**src/pcs_pkg.sv**
```systemverilog
// Constants, types and register map of the configuration sideband port.
package pcs_pkg;
   localparam int         ADDR_W      = 8;
   localparam int         DATA_W      = 32;
   localparam logic [7:0] REG_AER     = 8'h00;
   localparam logic [7:0] REG_PMCSR   = 8'h04;
   localparam logic [7:0] REG_TCVC    = 8'h08;
   localparam logic [7:0] REG_DSTAT   = 8'h0C;
   localparam logic [7:0] REG_DSN_LO  = 8'h10;
   localparam logic [7:0] REG_DSN_HI  = 8'h14;
   localparam logic [7:0] REG_LSTAT   = 8'h18;
   localparam logic [7:0] REG_LCTRL   = 8'h1C;
   localparam logic [7:0] REG_MSG     = 8'h20;
   localparam logic [7:0] REG_CFGWR   = 8'h24;
   localparam int         AER_GEN_BIT = 6;
   localparam int         AER_CHK_BIT = 8;
   localparam int         PM_EN_BIT   = 8;
   localparam int         PM_ST_BIT   = 15;
   localparam int         TP_BIT      = 5;
   localparam int         L0S_EN_BIT  = 0;
   localparam int         L23_REQ_BIT = 1;
   localparam int         DEV_LSB     = 8;
   localparam logic [2:0] LS_L0       = 3'h0;
   localparam logic [2:0] LS_L1       = 3'h1;
   localparam logic [2:0] LS_L23      = 3'h2;
   localparam logic [2:0] LS_PME      = 3'h3;
   localparam logic [2:0] LS_L0S      = 3'h4;
   localparam logic [2:0] LS_MOVE_L1  = 3'h5;
   localparam logic [2:0] LS_TO_L23   = 3'h6;
   localparam logic [1:0] FT_L0       = 2'h0;
   localparam logic [1:0] FT_L1       = 2'h1;
   localparam logic [1:0] FT_L0S      = 2'h2;
   localparam logic [2:0] FUNC_NUM    = 3'h0;
   localparam logic [7:0] BUS_RST     = 8'h00;
   localparam logic [4:0] DEV_RST     = 5'h00;
   localparam int         CLK_MHZ     = 100;
   localparam int         TRANS_NS    = 40;
   localparam int         TRANS_CYC   = (TRANS_NS * CLK_MHZ + 999) / 1000;
   typedef enum logic [1:0] {TG_L0, TG_L0S, TG_L1, TG_L23} pcs_target_t;
   typedef enum logic [2:0] {ST_L0, ST_L0S, ST_TO_L1, ST_L1, ST_FROM_L1, ST_TO_L23, ST_L23, ST_PME} pcs_state_t;
   typedef struct packed {
      logic              psel;
      logic              penable;
      logic              pwrite;
      logic [ADDR_W-1:0] paddr;
      logic [DATA_W-1:0] pwdata;
   } pcs_apb_req_t;
   typedef struct packed {
      logic [DATA_W-1:0] prdata;
      logic              pready;
      logic              pslverr;
   } pcs_apb_rsp_t;
endpackage : pcs_pkg

```
**src/pcs_cfg_sideband.sv**
```systemverilog
// Configuration sideband port with power state machine and APB register slave.
//
// Behaviour
// - ECRC generate output mirrors control bit six.
// - ECRC check output mirrors control bit eight.
// - Link power state reported as 3-bit code.
// - Pending input sets device status pending bit.
// - Serial number input readable as serial registers.
// - PME enable, status, power state mirrored out.
// - Standby halt blocks L0s, exits to L0.
// - Deep idle halt input is accepted but has no effect.
// - Forced request overrides both halt inputs.
// - Force code selects target power state.
// - Function level reset unsupported, output low.
// - Seven-bit traffic class map to channel zero.
// - Message arrival pulses message received output.
// - Requester ID valid with message received.
// - Bus number resets zero, updates on write.
// - Device number resets zero, updates on write.
// - Function number is constant zero.
// - Active L1 requests and halts have no effect.
//////////////////////////////////////////////////////////////////
//
// Register access over APB and the address map were chosen for this implementation.
`timescale 1ns/1ps
module pcs_cfg_sideband #(
   parameter int TRANS_CYCLES = pcs_pkg::TRANS_CYC
) (
   input  wire logic                 ref_clk,
   input  wire logic                 reset,
   input  wire pcs_pkg::pcs_apb_req_t apbReq,
   output pcs_pkg::pcs_apb_rsp_t      apbRsp,
   output logic                      ecrcGenEnable,
   output logic                      ecrcCheckEnable,
   output logic [2:0]                linkPowerState,
   input  wire logic                 transactionPending,
   input  wire logic [63:0]          serialNumber,
   output logic                      pmeEnable,
   output logic                      pmeStatus,
   output logic [1:0]                powerState,
   input  wire logic                 blockStandbyEntry,
   input  wire logic                 blockDeepIdleEntry,
   input  wire logic [1:0]           forcedPowerTarget,
   input  wire logic                 forcedPowerRequest,
   input  wire logic                 wakeMessageRequest,
   output logic                      funcLevelResetReceived,
   output logic [6:0]                trafficClassChannelMap,
   output logic                      messageReceived,
   output logic [15:0]               messageData,
   output logic [7:0]                busNumber,
   output logic [4:0]                deviceNumber,
   output logic [2:0]                functionNumber
);
   //////////////////////////////////////////////////////////////////
   // Bus decode.
   logic                 setup;
   logic                 access;
   logic                 wrAcc;
   logic [7:0]           addr;
   logic [31:0]          wd;
   logic                 hitAer;
   logic                 hitPm;
   logic                 hitTc;
   logic                 hitLc;
   logic                 hitMsg;
   logic                 hitCfg;
   logic                 mapped;
   logic [31:0]          rdMux;
   logic [31:0]          prdata_q;
   logic                 pslverr_q;
   logic                 aerGen_q;
   logic                 aerChk_q;
   logic [1:0]           pwrSt_q;
   logic                 pmeEn_q;
   logic                 pmeSt_q;
   logic                 pmeSt_d;
   logic [6:0]           tcMap_q;
   logic                 l0sEn_q;
   logic                 l23Req_q;
   logic                 msgVal_q;
   logic [15:0]          msgId_q;
   logic [7:0]           bus_q;
   logic [4:0]           dev_q;
   logic [2:0]           lps_q;
   logic [7:0]           timer_q;
   logic [7:0]           timer_d;
   pcs_pkg::pcs_state_t  state_q;
   pcs_pkg::pcs_state_t  state_d;
   pcs_pkg::pcs_target_t forceTgt;
   pcs_pkg::pcs_target_t autoTgt;
   pcs_pkg::pcs_target_t tgt;
   logic                 stable;
   logic                 wakeOk;
   logic                 timeUp;
   logic [2:0]           lpsCode;

   assign setup  = apbReq.psel && !apbReq.penable;
   assign access = apbReq.psel && apbReq.penable;
   assign wrAcc  = access && apbReq.pwrite;
   assign addr   = apbReq.paddr;
   assign wd     = apbReq.pwdata;
   assign hitAer = addr == pcs_pkg::REG_AER;
   assign hitPm  = addr == pcs_pkg::REG_PMCSR;
   assign hitTc  = addr == pcs_pkg::REG_TCVC;
   assign hitLc  = addr == pcs_pkg::REG_LCTRL;
   assign hitMsg = addr == pcs_pkg::REG_MSG;
   assign hitCfg = addr == pcs_pkg::REG_CFGWR;
   assign mapped = hitAer || hitPm || hitTc || hitLc || hitMsg || hitCfg
                   || addr == pcs_pkg::REG_DSTAT || addr == pcs_pkg::REG_DSN_LO
                   || addr == pcs_pkg::REG_DSN_HI || addr == pcs_pkg::REG_LSTAT;

   always_comb begin
      rdMux = 32'h0000_0000;
      unique case (addr)
         pcs_pkg::REG_AER: begin
            rdMux[pcs_pkg::AER_GEN_BIT] = aerGen_q;
            rdMux[pcs_pkg::AER_CHK_BIT] = aerChk_q;
         end
         pcs_pkg::REG_PMCSR: begin
            rdMux[1:0]                = pwrSt_q;
            rdMux[pcs_pkg::PM_EN_BIT] = pmeEn_q;
            rdMux[pcs_pkg::PM_ST_BIT] = pmeSt_q;
         end
         pcs_pkg::REG_TCVC: rdMux[7:0] = {tcMap_q, 1'b1};
         pcs_pkg::REG_DSTAT: rdMux[pcs_pkg::TP_BIT] = transactionPending;
         pcs_pkg::REG_DSN_LO: rdMux = serialNumber[31:0];
         pcs_pkg::REG_DSN_HI: rdMux = serialNumber[63:32];
         pcs_pkg::REG_LSTAT: rdMux[2:0] = lps_q;
         pcs_pkg::REG_LCTRL: begin
            rdMux[pcs_pkg::L0S_EN_BIT]  = l0sEn_q;
            rdMux[pcs_pkg::L23_REQ_BIT] = l23Req_q;
         end
         pcs_pkg::REG_CFGWR: rdMux[12:0] = {dev_q, bus_q};
         default: rdMux = 32'h0000_0000;
      endcase
   end

   //////////////////////////////////////////////////////////////////
   // Bus response: read data captured in setup, answer in access.
   always_ff @(posedge ref_clk or posedge reset) begin
      if (reset) begin
         prdata_q  <= 32'h0000_0000;
         pslverr_q <= 1'b0;
      end else if (setup) begin
         prdata_q  <= apbReq.pwrite ? 32'h0000_0000 : rdMux;
         pslverr_q <= !mapped;
      end
   end

   assign apbRsp.prdata  = prdata_q;
   assign apbRsp.pready  = access;
   assign apbRsp.pslverr = access && pslverr_q;

   //////////////////////////////////////////////////////////////////
   // Configuration registers.
   always_ff @(posedge ref_clk or posedge reset) begin
      if (reset) begin
         aerGen_q <= 1'b0;
         aerChk_q <= 1'b0;
         pwrSt_q  <= 2'h0;
         pmeEn_q  <= 1'b0;
         tcMap_q  <= 7'h00;
         l0sEn_q  <= 1'b0;
         l23Req_q <= 1'b0;
      end else if (wrAcc) begin
         if (hitAer) begin
            aerGen_q <= wd[pcs_pkg::AER_GEN_BIT];
            aerChk_q <= wd[pcs_pkg::AER_CHK_BIT];
         end
         if (hitPm) begin
            pwrSt_q <= wd[1:0];
            pmeEn_q <= wd[pcs_pkg::PM_EN_BIT];
         end
         if (hitTc) begin
            tcMap_q <= wd[7:1];
         end
         if (hitLc) begin
            l0sEn_q  <= wd[pcs_pkg::L0S_EN_BIT];
            l23Req_q <= wd[pcs_pkg::L23_REQ_BIT];
         end
      end
   end

   // PME status is write-one-to-clear; a wake in the same cycle wins.
   assign pmeSt_d = (wakeOk && pmeEn_q)
                    || (pmeSt_q && !(wrAcc && hitPm && wd[pcs_pkg::PM_ST_BIT]));

   //////////////////////////////////////////////////////////////////
   // Link events: message arrival and type 0 configuration write.
   always_ff @(posedge ref_clk or posedge reset) begin
      if (reset) begin
         pmeSt_q  <= 1'b0;
         msgVal_q <= 1'b0;
         msgId_q  <= 16'h0000;
         bus_q    <= pcs_pkg::BUS_RST;
         dev_q    <= pcs_pkg::DEV_RST;
      end else begin
         pmeSt_q  <= pmeSt_d;
         msgVal_q <= wrAcc && hitMsg;
         if (wrAcc && hitMsg) begin
            msgId_q <= wd[15:0];
         end
         if (wrAcc && hitCfg) begin
            bus_q <= wd[7:0];
            dev_q <= wd[pcs_pkg::DEV_LSB +: 5];
         end
      end
   end

   //////////////////////////////////////////////////////////////////
   // Power management target selection.
   always_comb begin
      unique case (forcedPowerTarget)
         pcs_pkg::FT_L0:  forceTgt = pcs_pkg::TG_L0;
         pcs_pkg::FT_L1:  forceTgt = pcs_pkg::TG_L1;
         pcs_pkg::FT_L0S: forceTgt = pcs_pkg::TG_L0S;
         default:         forceTgt = pcs_pkg::TG_L0;
      endcase
   end

   // The deep idle halt is accepted but idle entry never happens.
   assign autoTgt = l23Req_q ? pcs_pkg::TG_L23 :
                    (pwrSt_q != 2'h0) ? pcs_pkg::TG_L1 :
                    (l0sEn_q && !blockStandbyEntry && !transactionPending) ? pcs_pkg::TG_L0S :
                    pcs_pkg::TG_L0;
   assign tgt     = forcedPowerRequest ? forceTgt : autoTgt;
   assign stable  = state_q == pcs_pkg::ST_L0 || state_q == pcs_pkg::ST_L1 || state_q == pcs_pkg::ST_L23;
   assign wakeOk  = wakeMessageRequest && stable;
   assign timeUp  = timer_q == 8'h00;

   //////////////////////////////////////////////////////////////////
   // Power management state machine.
   always_comb begin
      state_d = state_q;
      timer_d = timeUp ? 8'h00 : timer_q - 8'h01;
      unique case (state_q)
         pcs_pkg::ST_L0: begin
            if (wakeOk) begin
               state_d = pcs_pkg::ST_PME;
            end else if (tgt == pcs_pkg::TG_L0S) begin
               state_d = pcs_pkg::ST_L0S;
            end else if (tgt == pcs_pkg::TG_L1) begin
               state_d = pcs_pkg::ST_TO_L1;
            end else if (tgt == pcs_pkg::TG_L23) begin
               state_d = pcs_pkg::ST_TO_L23;
            end
         end
         pcs_pkg::ST_L0S: begin
            if (tgt != pcs_pkg::TG_L0S) begin
               state_d = pcs_pkg::ST_L0;
            end
         end
         pcs_pkg::ST_TO_L1: begin
            if (timeUp) begin
               state_d = pcs_pkg::ST_L1;
            end
         end
         pcs_pkg::ST_L1: begin
            if (wakeOk) begin
               state_d = pcs_pkg::ST_PME;
            end else if (tgt != pcs_pkg::TG_L1) begin
               state_d = pcs_pkg::ST_FROM_L1;
            end
         end
         pcs_pkg::ST_FROM_L1: begin
            if (timeUp) begin
               state_d = pcs_pkg::ST_L0;
            end
         end
         pcs_pkg::ST_TO_L23: begin
            if (timeUp) begin
               state_d = pcs_pkg::ST_L23;
            end
         end
         pcs_pkg::ST_L23: begin
            if (wakeOk) begin
               state_d = pcs_pkg::ST_PME;
            end else if (tgt != pcs_pkg::TG_L23) begin
               state_d = pcs_pkg::ST_L0;
            end
         end
         pcs_pkg::ST_PME: begin
            if (timeUp) begin
               state_d = pcs_pkg::ST_L0;
            end
         end
      endcase
      if (state_d != state_q) begin
         timer_d = 8'(TRANS_CYCLES - 1);
      end
   end

   always_comb begin
      unique case (state_d)
         pcs_pkg::ST_L0:      lpsCode = pcs_pkg::LS_L0;
         pcs_pkg::ST_L0S:     lpsCode = pcs_pkg::LS_L0S;
         pcs_pkg::ST_TO_L1:   lpsCode = pcs_pkg::LS_MOVE_L1;
         pcs_pkg::ST_L1:      lpsCode = pcs_pkg::LS_L1;
         pcs_pkg::ST_FROM_L1: lpsCode = pcs_pkg::LS_MOVE_L1;
         pcs_pkg::ST_TO_L23:  lpsCode = pcs_pkg::LS_TO_L23;
         pcs_pkg::ST_L23:     lpsCode = pcs_pkg::LS_L23;
         pcs_pkg::ST_PME:     lpsCode = pcs_pkg::LS_PME;
      endcase
   end

   always_ff @(posedge ref_clk or posedge reset) begin
      if (reset) begin
         state_q <= pcs_pkg::ST_L0;
         timer_q <= 8'h00;
         lps_q   <= pcs_pkg::LS_L0;
      end else begin
         state_q <= state_d;
         timer_q <= timer_d;
         lps_q   <= lpsCode;
      end
   end

   //////////////////////////////////////////////////////////////////
   // Sideband outputs.
   assign ecrcGenEnable          = aerGen_q;
   assign ecrcCheckEnable        = aerChk_q;
   assign linkPowerState         = lps_q;
   assign pmeEnable              = pmeEn_q;
   assign pmeStatus              = pmeSt_q;
   assign powerState             = pwrSt_q;
   assign funcLevelResetReceived = 1'b0;
   assign trafficClassChannelMap = tcMap_q;
   assign messageReceived        = msgVal_q;
   assign messageData            = msgId_q;
   assign busNumber              = bus_q;
   assign deviceNumber           = dev_q;
   assign functionNumber         = pcs_pkg::FUNC_NUM;
endmodule : pcs_cfg_sideband

```
**config.mk**
```make
export PLATFORM = sky130hd
export DESIGN_NAME = pcs_cfg_sideband
export DESIGN_NICKNAME = d
export VERILOG_FILES = /design/src/pcs_pkg.sv /design/src/pcs_cfg_sideband.sv
export SDC_FILE = /design/constraint.sdc
export NUM_CORES = 1
export LEC_CHECK = 0
export ABC_AREA = 1
export BUFFER_PORTS_ARGS = -buffer_cell sky130_fd_sc_hd__buf_2
export CAP_MARGIN = 20
export CORE_MARGIN = 2
export CORE_UTILIZATION = 45
export CTS_BUF_LIST = sky130_fd_sc_hd__clkbuf_8
export CTS_CLUSTER_DIAMETER = 100
export DETAILED_ROUTE_END_ITERATION = 6
export GPL_TIMING_DRIVEN = 1
export PLACE_DENSITY = 0.76
export SLEW_MARGIN = 20
export SYNTH_ARGS = -nofsm -noshare
export SYNTH_HDL_FRONTEND = slang
export SYNTH_SLANG_ARGS = --single-unit
```
**constraint.sdc**
```tcl
create_clock -name ref_clk -period 3.95 [get_ports ref_clk]
set_input_delay 0 -clock ref_clk [delete_from_list [all_inputs] [get_ports ref_clk]]
set_output_delay 0 -clock ref_clk [all_outputs]
set_load 0.02 [all_outputs]
```
== Word-level counts from Yosys, hierarchy flattened ==
Memory sizes are Yosys's and may differ from the RTL's. A register that Yosys moved wholly into a read port is not among the register bits.
Index checks and enable logic that the tools add are counted.
Storage, ports and cells
  bits in read-only memories: 24
  logic and storage cells: 114
  output and inout bits: 84
  input port bits: 116
  register bits after elaboration: 89
  memories: 1
Memories
  (name not given): depth 8, width 3, rd ports 1, clocked after Yosys merged registers in 1, wr ports 0, RTL line pcs_cfg_sideband.sv:294  | unique case (state_d)
Operators by class
  multiplexer cells: 32
  equal/unequal tests: 25
  reductions and logical operators: 39
  add/subtract/negate cells: 1
Operators with widths (count)
  $mux 3: 12
  $eq 8x5->1 const B: 4
  $mux 32: 1
  $pmux 16 s2: 1
  $pmux 3 s7: 1
  $pmux 1 s5: 4
  $eq 8x4->1 const B: 2
  $eq 8x6->1 const B: 2
  $logic_not 8->1: 2
  $mux 8: 2
  $pmux 2 s7: 1
  $logic_and 1x1->1: 13
  $eq 3x3->1 const B: 4
  $logic_or 1x1->1: 12
  $pmux 4 s3: 1
  $eq 8x3->1 const B: 1
  $pmux 2 s2: 2
  $pmux 2 s4: 1
  $reduce_and 2->1: 4
  $sub 8x1->8 const B: 1
  $eq 2x2->1 const B: 3
  $eq 3x2->1 const B: 2
  $mux 2: 3
  $logic_not 1->1: 5
  11 further kinds: 13

== Depth between registers and ports, before layout ==
Gate-level depths: netlist (run 1).
  word-level depth: 15
  depth in mapped cells: 14
  depth with buffers taken out: 14

== Least setup slack after synthesis (run 1) ==
No wires, ideal clock.
  kind: register -> register
  start point: register timer_q[0]
  end point: register lps_q[2], in the netlist linkPowerState[2]
  arrival time: 1.665 ns
  period minus slack after synthesis: 1.792 ns
  required time: 3.823 ns
  stages on the path, launching flop included: 13
  path slack: 2.158 ns
  setup time: 0.127 ns
  buffers on the path: 0
  cells stage by stage: dfrtp_1 > inv_1 > ha_1 > nand2_2 > nor2_4 > nand2_4 > o21ai_0 > nor2_1 > nand3_2 > nand2_2 > ha_1 > nand2_1 > o21ai_0
On the way
  cells in the longest elaborated chain, start to end: 3
  elaborated cells on any way between the ends: 5
  classes of those cells: mux (4); reduce/logical (1)
RTL lines
  from (decl): RTL line pcs_cfg_sideband.sv:85  | logic [7:0] timer_q;
  from (signal assigned): RTL line pcs_cfg_sideband.sv:313  | timer_q <= timer_d;
  $logic_not 8->1 (*): RTL line pcs_cfg_sideband.sv:229  | assign timeUp = timer_q == 8'h00;
  $mux 3, on equally long branches
  $pmux 3 s7 (*): RTL line pcs_cfg_sideband.sv:236  | unique case (state_q)
  to (decl): RTL line pcs_cfg_sideband.sv:84  | logic [2:0] lps_q;
Every way passes the cells marked *; elsewhere a longest branch is shown, timed or not.
A chain may end at the register's enable or synchronous reset.

== Worst setup path in the final report (run 1) ==
  start point: input port apbReq[39] in the netlist's numbering
  end point: register prdata_q[15]
On the way
  cells in the longest elaborated chain, start to end: 3
  elaborated cells on any way between the ends: 5
  classes of those cells: eq/ne (3); mux (2)
RTL lines
  from (decl): RTL line pcs_cfg_sideband.sv:31  | input wire pcs_pkg::pcs_apb_req_t apbReq,
  $eq 8x5->1 / $eq 8x3->1 (equally long branches): RTL line pcs_cfg_sideband.sv:114  | unique case (addr)
  $pmux 1 s3 (*): RTL line pcs_cfg_sideband.sv:114
  $mux 32 (*): RTL line pcs_cfg_sideband.sv:145  | prdata_q <= apbReq.pwrite ? 32'h0000_0000 : rdMux;
  to (signal assigned): RTL line pcs_cfg_sideband.sv:145
  to (decl): RTL line pcs_cfg_sideband.sv:69  | logic [31:0] prdata_q;
Marks and branches as above.

==> impl_metrics.py, run 1 <==
metrics = {
    "yosys": {
        "cells_after_synth": 553,
        "library_cell_occupying_the_most_area_in_the_post_synthesis_netlist": "dfrtp_1",
        "synth_compound_area_frac": 0.174,
        "synth_edf_count": 0,
        "synth_xor_xnor_area_share": 0,
        "syn_area_per_cell_sq_um": 8.43,
        "synthAdderAreaFrac": 0.00536,
        "post_synth_and_or_nand_nor_area_fraction": 0.238,
        "postSynth.asyncResetShare": 1.00,
        "synth_cell_types": 33,
        "post_synth_mux_area_share": 0,
        "netlist_top_cells_area": "dfrtp_1, nand2_1, o21ai_0",
        "synth-seq-area-share": 0.494,
        "yosys_most_used_dff": "dfrtp_1",
        "synth_top_family_by_area": "simple AND/OR/NAND/NOR gates",
        "synth-seq-cells": 92,
        "synth.yosys.warnings": 0,
        "syn-cell-area_sq_um": 4660,
        "synth_top_area_share": 0.494,
    },
    "global_routing": {
        "grt.total_usage": 0.265,
        "grt_pass1_vias": 4784,
        "grt-ovfl-total": 0,
        "grt_max_degree": 55,
        "initial_antenna_violation_count": 0,
        "first_pass_grt_wire_length_um": 23300,
    },
    "final_layout": {
        "most_used_cells_in_the_layout_excluding_fill_and_tap_cells": "buf_2, nand2_1, dfrtp_1",
        "multi_input_area_sq_um": 1970,
        "final_util": 0.641,
        "final_common_cell": "buf_2",
        "n_fill_cell": 882,
        "post_layout_nonfiller_instances": 926,
        "post_route_cells_drive_above_1_share": 0.305,
        "num_antenna_cells": 0,
        "regArea_sq_um": 2300,
        "layout.nets": 903,
        "synth_to_layout_area_growth_pct": 40.0,
    },
    "detailed_routing": {
        "detail_route.iter0.violations": 282,
        "routed_via_density": 5.21,
        "wirelength_um": 14400,
        "post_drt_wl_per_cell_um": 15.6,
        "dr_drc_count": 0,
        "ant_nets": 0,
        "drt-pass1-iter-count": 4,
        "vias": 4821,
    },
    "pwr": {
        "total_power_uw": 2520,
        "power_per_cell_area_nw_per_um2": 386,
        "power.static_leakage_uw": 0.00358,
        "ir_worst_vdd_v": 0.000217,
    },
    "die": {
        "std_cell_rows": 37,
        "die_outline_area_sq_um": 11200,
        "core-area_sq_um": 10200,
        "start_util": 0.458,
        "die-width_um": 106,
        "num_io_pins": 200,
        "floorplan.die.height_um": 106,
    },
    "placed_design": {
        "place.detailed.hpwl_um": 10200,
        "post-place-cells": 847,
        "io_buffers": 178,
        "place.gp.congestion": 0.850,
    },
    "worst_setup_path": {
        "setup.worst_path.end": "prdata_q[15]",
        "worstSetupEndpointType": "register",
        "critPathLaunch": "apbReq[39]",
        "timing.critical_path.from_type": "input pin",
        "critical_path.reg2reg.endpoint": "linkPowerState[0]",
        "r2r.worst_path.cells": 11,
        "timing.reg2reg.setup_slack_ns": 1.93,
        "regToRegStartpoint": "timer_q[0]",
        "critPathArrivalTime_ns": 2.88,
        "largest_fanout_on_the_critical_path": 32,
        "worstSetupPathType": "in2reg",
        "cp.required_ns": 4.26,
    },
    "run_status": {
        "run_status": "finished, final reports clean",
    },
    "clock_network": {
        "hold_buffer_count_at_cts": 62,
        "cts.sinks": 92,
        "tritoncts.num_buffers": 9,
        "clkLatencyLatePin_ns": 0.37,
        "post_cts.repair.setup_buffers": 0,
        "cts.path.max_buffers": 2,
        "post_cts_resize_count": 0,
        "cts-htree-levels": 3,
        "clk_root_buffer_cell": "clkbuf_8",
        "clk_pin_slew_worst_paths_ns": 0.09,
        "cts_tree": "done",
    },
    "flow_run": {
        "max-cap-violations": 0,
    },
    "worst_hold_path": {
        "holdCritPathClass": "in2reg",
    },
    "sta": {
        "max-slew-margin-rel": 0.364,
        "fin_tns_setup_ns": 0,
        "setup-violations-final": 0,
        "slew_violations": 0,
        "finalClockSkew_ns": 0.00756,
        "tightest_slew_ns": 0.953,
        "finalCritPeriodShare": 0.652,
        "layout_min_cycle_time_ns": 2.57,
        "setup_repair_after_global_routing_missed_its_margin": "false",
        "fmaxAchievable_mhz": 388,
        "hold_fails_final_rpt": 0,
    },
}
==> logic make-up after synthesis <==
group / after synthesis
simple gates: 238
compound gates: 120
buf+inv: 100
flops: 92
fa+ha+maj: 2
other cells: 1
==> layout make-up <==
type | count | area share
clock buffers | 11 | 0.0232
well taps | 136 | 0.0260
repair buffers | 244 | 0.238
flip-flops and latches | 92 | 0.352
multi-input cells | 364 | 0.301
clock inverters | 5 | 0.0163
inverters | 74 | 0.0427
==> state kept, by name, indices dropped and copies added, names as in the netlist <==
signal	count
prdata_q	32
messageData	16
busNumber	8
timer_q	8
trafficClassChannelMap	7
deviceNumber	5
linkPowerState	3
state_q	3
powerState	2
ecrcCheckEnable	1
ecrcGenEnable	1
l0sEn_q	1
l23Req_q	1
messageReceived	1
pmeEnable	1
pmeStatus	1
pslverr_q	1
==> synthesized netlist by cell type, types with 2 or more instances <==
library cell and count:
a21oi_1 6, a221oi_1 6, a22o_1 18, a32o_1 18, buf_2 7, buf_4 5, clkbuf_1 13, dfrtp_1 92
ha_1 2, inv_1 67, inv_2 7, nand2_1 134, nand2_2 13, nand2_4 3, nand3_1 34, nand3_2 5
nand4_1 7, nor2_1 25, nor2_2 7, nor2_4 2, nor3_1 3, nor3_2 3, o2111ai_1 4, o21ai_0 55
o21ai_1 9
==> per-stage QoR <==
| step | setup slack [ns] | area [sq um] | hold WS, ns |
|---|---|---|---|
| 2_1_floorplan | 1.56 | 4680 | 0.110 |
| 3_3_place_gp | 2.02 | 5630 | 0.194 |
| 3_5_place_dp | 1.94 | 5630 | 0.220 |
| 4_1_cts | 1.48 | 6510 | 0.000393 |
| 5_1_grt | 1.19 | 6530 | 0.0381 |
| 6_report | 1.38 | 6530 | 0.00824 |
==> power by group <==
group	leakage, uW	switching [uW]	internal [uW]
sequential	0.00126	55.5	990
combinational	0.00219	422	241
clock	0.000126	354	457
total	0.00358	831	1690
==> critical path, stage by stage <==
cell and delay, ns:
buf_2 0.10, nor2_1 0.10, inv_1 0.10, nor3_4 0.11
buf_4 0.35, nand2_1 0.14, inv_2 0.47, nand2_1 0.12
nand3_1 0.11, dlygate4sd3_1 0.55, nand3_1 0.07, dlygate4sd3_1 0.58
nand2_1 0.07
==> layer usage <==
layer | track usage | vias up | wire, um
li1 | - | 2305 | -
met4 | 0.123 | 0 | 472
met3 | 0.0464 | 37 | 895
met2 | 0.442 | 183 | 7010
met5 | 0 | - | 0
met1 | 0.335 | 2296 | 6070
==> worst min path at each step <==
stage                     startpoint         endpoint  slack, ns  cells after the start
global route        serialNumber[29]     prdata_q[29]       0.04                      3
finish                    apbReq[40]      prdata_q[1]      0.008                      4
global placement          apbReq[14]  messageData[14]       0.19                      3
floorplan                 apbReq[13]  messageData[13]       0.11                      2
detailed placement        apbReq[13]  messageData[13]       0.22                      3
CTS                       apbReq[40]      prdata_q[1]     0.0004                      4
Power figures use the tool's default switching activity.
==> run 2, diff against run 1 <==
- clock period: 3.95 -> 2.5 ns (I/O delays scaled with it)
==> run 2 against run 1 <==
  * Flip-flop and latch count unchanged
  * Via count about the same
  * Final area down 2.8%
  * Clock-buffer cell count down 1
  * Die area unchanged
  * Clock skew down 0.00071 ns
  * Hold slack better by 0.0060 ns
  * Sequential share of layout area up 1.0 points
  * Final cell count down 1.2%
  * Sequential power up 58%
  * Global-route usage down 0.88 points
  * Total power up 47%
  * Largest cell class unchanged
==> impl_metrics.py, run 2 (same netlist as run 1, synthesis figures left out) <==
metrics = {
    "final_layout": {
        "synth_to_layout_area_growth_pct": 36.2,
        "largest_register_ff_count": 32,
        "num_antenna_cells": 0,
        "top_register": "prdata_q",
        "most_used_cells_in_the_layout_excluding_fill_and_tap_cells": "buf_2, nand2_1, dfrtp_1",
        "post_route_cells_drive_above_1_share": 0.311,
        "final_common_cell": "buf_2",
        "layout.nets": 892,
    },
    "die": {
        "start_util": 0.458,
        "num_io_pins": 200,
        "die-width_um": 106,
        "floorplan.die.height_um": 106,
        "std_cell_rows": 37,
        "die_outline_area_sq_um": 11200,
        "core-area_sq_um": 10200,
    },
    "worst_setup_path": {
        "critPathArrivalTime_ns": 2.23,
        "r2r.worst_path.cells": 13,
        "worstSetupEndpointType": "register",
        "critical_path.reg2reg.endpoint": "linkPowerState[2]",
        "setup.worst_path.end": "linkPowerState[2]",
        "critPathLaunch": "timer_q[0]",
        "timing.reg2reg.setup_slack_ns": 0.51,
        "timing.critical_path.from_type": "register",
        "critPathSlowestCell": "dfrtp_1",
        "largest_fanout_on_the_critical_path": 8,
        "regToRegStartpoint": "timer_q[0]",
        "max_stage_delay_ns": 0.37,
        "worstSetupPathType": "reg2reg",
        "cp.required_ns": 2.75,
        "crit_path_cell_trace": "inv_1 -> ha_1 -> nand2_2 -> nor2_4 -> nand2_4 -> nand3_1 -> nand2_1 -> nor2_1 -> nand3_2 -> nand2_2 -> ha_1 -> nand2_1 -> o21ai_0",
    },
    "sta": {
        "fmaxAchievable_mhz": 503,
        "setup-violations-final": 0,
        "setup_repair_after_global_routing_missed_its_margin": "false",
        "layout_min_cycle_time_ns": 1.99,
        "finalClockSkew_ns": 0.00685,
        "hold_fails_final_rpt": 0,
        "slew_violations": 0,
        "max-slew-margin-rel": 0.525,
        "whs_ns": 0.0142,
        "tightest_slew_ns": 0.711,
        "fin_tns_setup_ns": 0,
        "finalCritPeriodShare": 0.795,
    },
    "clock_network": {
        "cts.path.max_buffers": 2,
        "cts_tree": "done",
        "clk_pin_slew_worst_paths_ns": 0.09,
        "clk_root_buffer_cell": "clkbuf_8",
        "cts.sinks": 92,
        "tritoncts.num_buffers": 9,
        "clkLatencyLatePin_ns": 0.36,
        "post_cts.repair.setup_buffers": 0,
        "cts-htree-levels": 3,
    },
    "detailed_routing": {
        "routed_via_density": 5.26,
        "post_route_met1_wirelength_um": 5850,
        "ant_nets": 0,
        "wl_met2_um": 7010,
        "drt-pass1-iter-count": 5,
        "route.top_layer_used": "met4",
        "post_drt_wl_per_cell_um": 15.6,
        "dr_wl_met3_um": 965,
        "vias": 4817,
        "wirelength_um": 14300,
        "detail_route.iter0.violations": 347,
        "dr_drc_count": 0,
    },
    "placed_design": {
        "place.detailed.hpwl_um": 10100,
        "place.gp.congestion": 0.865,
        "io_buffers": 178,
    },
    "worst_hold_path": {
        "holdCritPathClass": "in2reg",
    },
    "pwr": {
        "total_power_uw": 3700,
        "power_per_cell_area_nw_per_um2": 582,
        "power.static_leakage_uw": 0.00349,
        "ir_worst_vdd_v": 0.000408,
    },
    "run_status": {
        "run_status": "finished, final reports clean",
    },
    "global_routing": {
        "grt.total_usage": 0.256,
        "first_pass_grt_wire_length_um": 22500,
        "grt_pass1_vias": 4746,
        "grt_max_degree": 93,
        "grt-ovfl-total": 0,
        "initial_antenna_violation_count": 0,
    },
    "flow_run": {
        "max-cap-violations": 0,
    },
}
run 2: worst max-delay path: cells and delay by family (launching register included):
kind            cells  cell delay, ns
fa+ha+maj           2            0.43
flops               1            0.37
compound gates      1            0.06
buf+inv             1            0.11
simple gates        9            0.89
run 2: per-layer routing:
metal	track usage	up-vias
li1	-	2281
met1	0.316	2274
met2	0.435	226
met3	0.0507	36
met4	0.114	0
met5	0	-
run 2: cell type report:
class	instances	area [sq um]
Clock buffer	10	138
Inverter	74	279
Clock inverter	6	56.3
Timing Repair Buffer	233	1440
Multi-Input combinational cell	364	1970
Fill cell	864	3830
Tap cell	136	170
Sequential cell	92	2300
run 2: timing repair:
item / CTS / global route
hold endpoints to repair: 155 / 2
hold buffers: 46 / 2
resized for setup: 0 / 0
run 2: worst min-delay path by stage:
stage | start | endpoint | cells after the start | slack [ns]
floorplan | apbReq[13] | messageData[13] | 2 | 0.11
global placement | reset | messageData[15] | 3 | 0.14
detailed placement | reset | timer_q[5] | 3 | 0.15
CTS | serialNumber[24] | prdata_q[24] | 3 | 0.001
global route | serialNumber[50] | prdata_q[18] | 3 | 0.002
finish | serialNumber[13] | prdata_q[13] | 3 | 0.01
run 2: per-stage QoR:
step	util	worst slack [ns]	area, sq um	instances
floorplan	-	0.108	4680	556
global placement	0.557	0.592	5680	851
detailed placement	0.557	0.551	5680	851
CTS	0.622	0.534	6330	913
global route	0.624	0.365	6350	915
finish	0.624	0.512	6350	915
run 2: where the power goes:
| part | internal, uW | leakage (uW) | switching, uW |
|---|---|---|---|
| clock network | 482 | 0.000109 | 517 |
| registers | 1560 | 0.00126 | 92.7 |
| logic | 380 | 0.00212 | 662 |
==> run 3, diff against run 2 <==
- clock period: 2.5 -> 2 ns (I/O delays scaled with it)
==> run 3 against run 2 <==
  * Total power grew 31%
  * Largest cell class unchanged
  * Die area is the same
  * Via count shrank 0.15%
  * Core utilization is 1.2 points higher
  * Highest routed layer unchanged
  * Maximum frequency up 5.4%
  * Combinational power up 51%
  * Global-route usage is 0.88 points lower
  * Critical path depth grew 1
  * Sequential share of layout area down 0.67 points
  * Register-to-register slack got worse by 0.40 ns
  * Clock power increased by 20%
==> impl_metrics.py, run 3 (same netlist as run 1, synthesis figures left out) <==
metrics = {
    "run_status": {
        "run_status": "finished, final reports clean",
    },
    "clock_network": {
        "clk_root_buffer_cell": "clkbuf_8",
        "cts.sinks": 92,
        "clk_pin_slew_worst_paths_ns": 0.10,
        "cts-htree-levels": 3,
        "cts.path.max_buffers": 2,
        "tritoncts.num_buffers": 9,
        "cts_tree": "done",
        "clkLatencyLatePin_ns": 0.35,
    },
    "final_layout": {
        "n_fill_cell": 890,
        "final_util": 0.636,
        "largest_register_ff_count": 32,
        "post_layout_nonfiller_instances": 927,
        "synth_to_layout_area_growth_pct": 38.8,
        "top_register": "prdata_q",
        "final_common_cell": "buf_2",
        "layout.nets": 904,
        "num_antenna_cells": 0,
        "post_route_cells_drive_above_1_share": 0.335,
        "most_used_cells_in_the_layout_excluding_fill_and_tap_cells": "buf_2, nand2_1, dfrtp_1",
    },
    "worst_setup_path": {
        "largest_fanout_on_the_critical_path": 6,
        "cp.required_ns": 2.29,
        "critPathArrivalTime_ns": 2.17,
        "worstSetupEndpointType": "register",
        "timing.critical_path.from_type": "register",
        "worstSetupPathType": "reg2reg",
    },
    "detailed_routing": {
        "dr_drc_count": 0,
        "wl_met2_um": 6950,
        "vias": 4810,
        "dr_wl_met3_um": 1000,
        "route.top_layer_used": "met4",
        "routed_via_density": 5.19,
        "post_drt_wl_per_cell_um": 15.3,
        "detail_route.iter0.violations": 338,
        "wirelength_um": 14200,
        "ant_nets": 0,
        "post_route_met1_wirelength_um": 5830,
        "drt-pass1-iter-count": 5,
    },
    "pwr": {
        "switchingPower_uw": 1700,
        "cell_internal_power_uw": 3140,
        "power_per_cell_area_nw_per_um2": 747,
        "combinational_fraction_of_design_power": 0.324,
        "power.static_leakage_uw": 0.00352,
        "power.switching_fraction": 0.351,
        "seq_pwr_share": 0.429,
        "clock_power_share": 0.247,
        "ir_worst_vdd_v": 0.000512,
    },
    "die": {
        "std_cell_rows": 37,
        "die-width_um": 106,
        "die_outline_area_sq_um": 11200,
        "start_util": 0.458,
        "num_io_pins": 200,
        "floorplan.die.height_um": 106,
        "core-area_sq_um": 10200,
    },
    "sta": {
        "finalClockSkew_ns": 0.0193,
        "slew_violations": 0,
        "finalCritPeriodShare": 0.943,
        "max-slew-margin-rel": 0.515,
        "fmaxAchievable_mhz": 530,
        "whs_ns": 0.0135,
        "hold_fails_final_rpt": 0,
        "setup-violations-final": 0,
        "final_critical_path_setup_slack_ns": 0.114,
        "layout_min_cycle_time_ns": 1.89,
        "tightest_slew_ns": 0.727,
    },
    "global_routing": {
        "grt_pass1_vias": 4615,
        "grt_max_degree": 60,
        "first_pass_grt_wire_length_um": 21900,
        "initial_antenna_violation_count": 0,
        "grt.total_usage": 0.247,
        "grt-ovfl-total": 0,
    },
    "placed_design": {
        "post-place-cells": 854,
        "post-place-ws_ns": 0.0399,
        "io_buffers": 178,
        "place.detailed.hpwl_um": 10300,
        "place.gp.congestion": 0.875,
    },
    "worst_hold_path": {
        "holdCritPathClass": "in2reg",
    },
    "flow_run": {
        "max-cap-violations": 0,
    },
}
-- run 3: cell count changes in the layout (fill, tap and decap cells not counted), moves of 2 or more --
| cell | before | now |
|---|---|---|
| inv_1 | 68 | 65 |
| buf_4 | 6 | 20 |
| ha_1 | 2 | 0 |
| clkinvlp_4 | 0 | 4 |
| nor2_1 | 25 | 23 |
| clkinv_2 | 3 | 0 |
| nor2_2 | 7 | 9 |
| nand2_4 | 3 | 5 |
| nand2_1 | 134 | 132 |
| ha_4 | 0 | 2 |
-- run 3: path summary, 6_finish.rpt --
check / startpoint / endpoint / slack [ns] / depth (start not counted)
min reg2reg: messageData[2] / messageData[2] / 0.49 / 2
max reg2reg: timer_q[0] / timer_q[7] / 0.11 / 14
min: serialNumber[16] / prdata_q[16] / 0.01 / 3
max in group asynchronous: reset / state_q[2] / 1.02 / 4
max: timer_q[0] / timer_q[7] / 0.11 / 14
min in group asynchronous: reset / prdata_q[9] / 0.30 / 4
-- run 3: per-layer routing --
metal	vias up	global-route usage
li1	2305	-
met1	2273	0.312
met2	202	0.424
met3	30	0.0495
met4	0	0.0874
met5	-	0
-- run 3: worst max-delay path, cell delays in order (launching register included) --
cell	delay, ns
dfrtp_1	0.39
inv_2	0.10
ha_4	0.15
nand2_2	0.08
nor2_4	0.13
nand2_4	0.08
nand3_1	0.07
nand2_1	0.06
nor2_2	0.11
nand3_2	0.11
nand2_4	0.12
nand2_2	0.05
nand2_2	0.10
nand3_4	0.14
nor2_2	0.12
-- run 3: final cells by class --
| class | instances | area [sq um] | area share |
|---|---|---|---|
| multi-input combinational | 364 | 2010 | 0.311 |
| clock inverter | 5 | 42.5 | 0.00657 |
| sequential | 92 | 2300 | 0.356 |
| tap | 136 | 170 | 0.0263 |
| clock buffer | 11 | 151 | 0.0234 |
| timing repair buffer | 245 | 1510 | 0.233 |
| inverter | 74 | 282 | 0.0435 |
-- run 3: per-stage QoR --
step,cell area [sq um],TNS [ns],power [uW]
after CTS,6350,0,4600
after global placement,5690,0,3310
after detailed placement,5690,0,3340
final,6470,0,4840
after floorplan,4680,0,3000
after global routing,6470,-0.0230,5120
-- run 3: power by group through the flow --
stage	clock network (uW)	registers (uW)	logic, uW
floorplan	0	2110	890
global placement	0	2110	1200
detailed placement	0	2100	1240
CTS	1230	2070	1300
global route	1300	2080	1740
finish	1200	2070	1570
-- run 3: repair_timing --
action / CTS / global route
hold buffers: 47 / 0
resized for setup: 0 / 12
endpoints found under the setup margin: 0 / 11
endpoints found under the hold margin: 156 / 0
setup buffers: 0 / 10
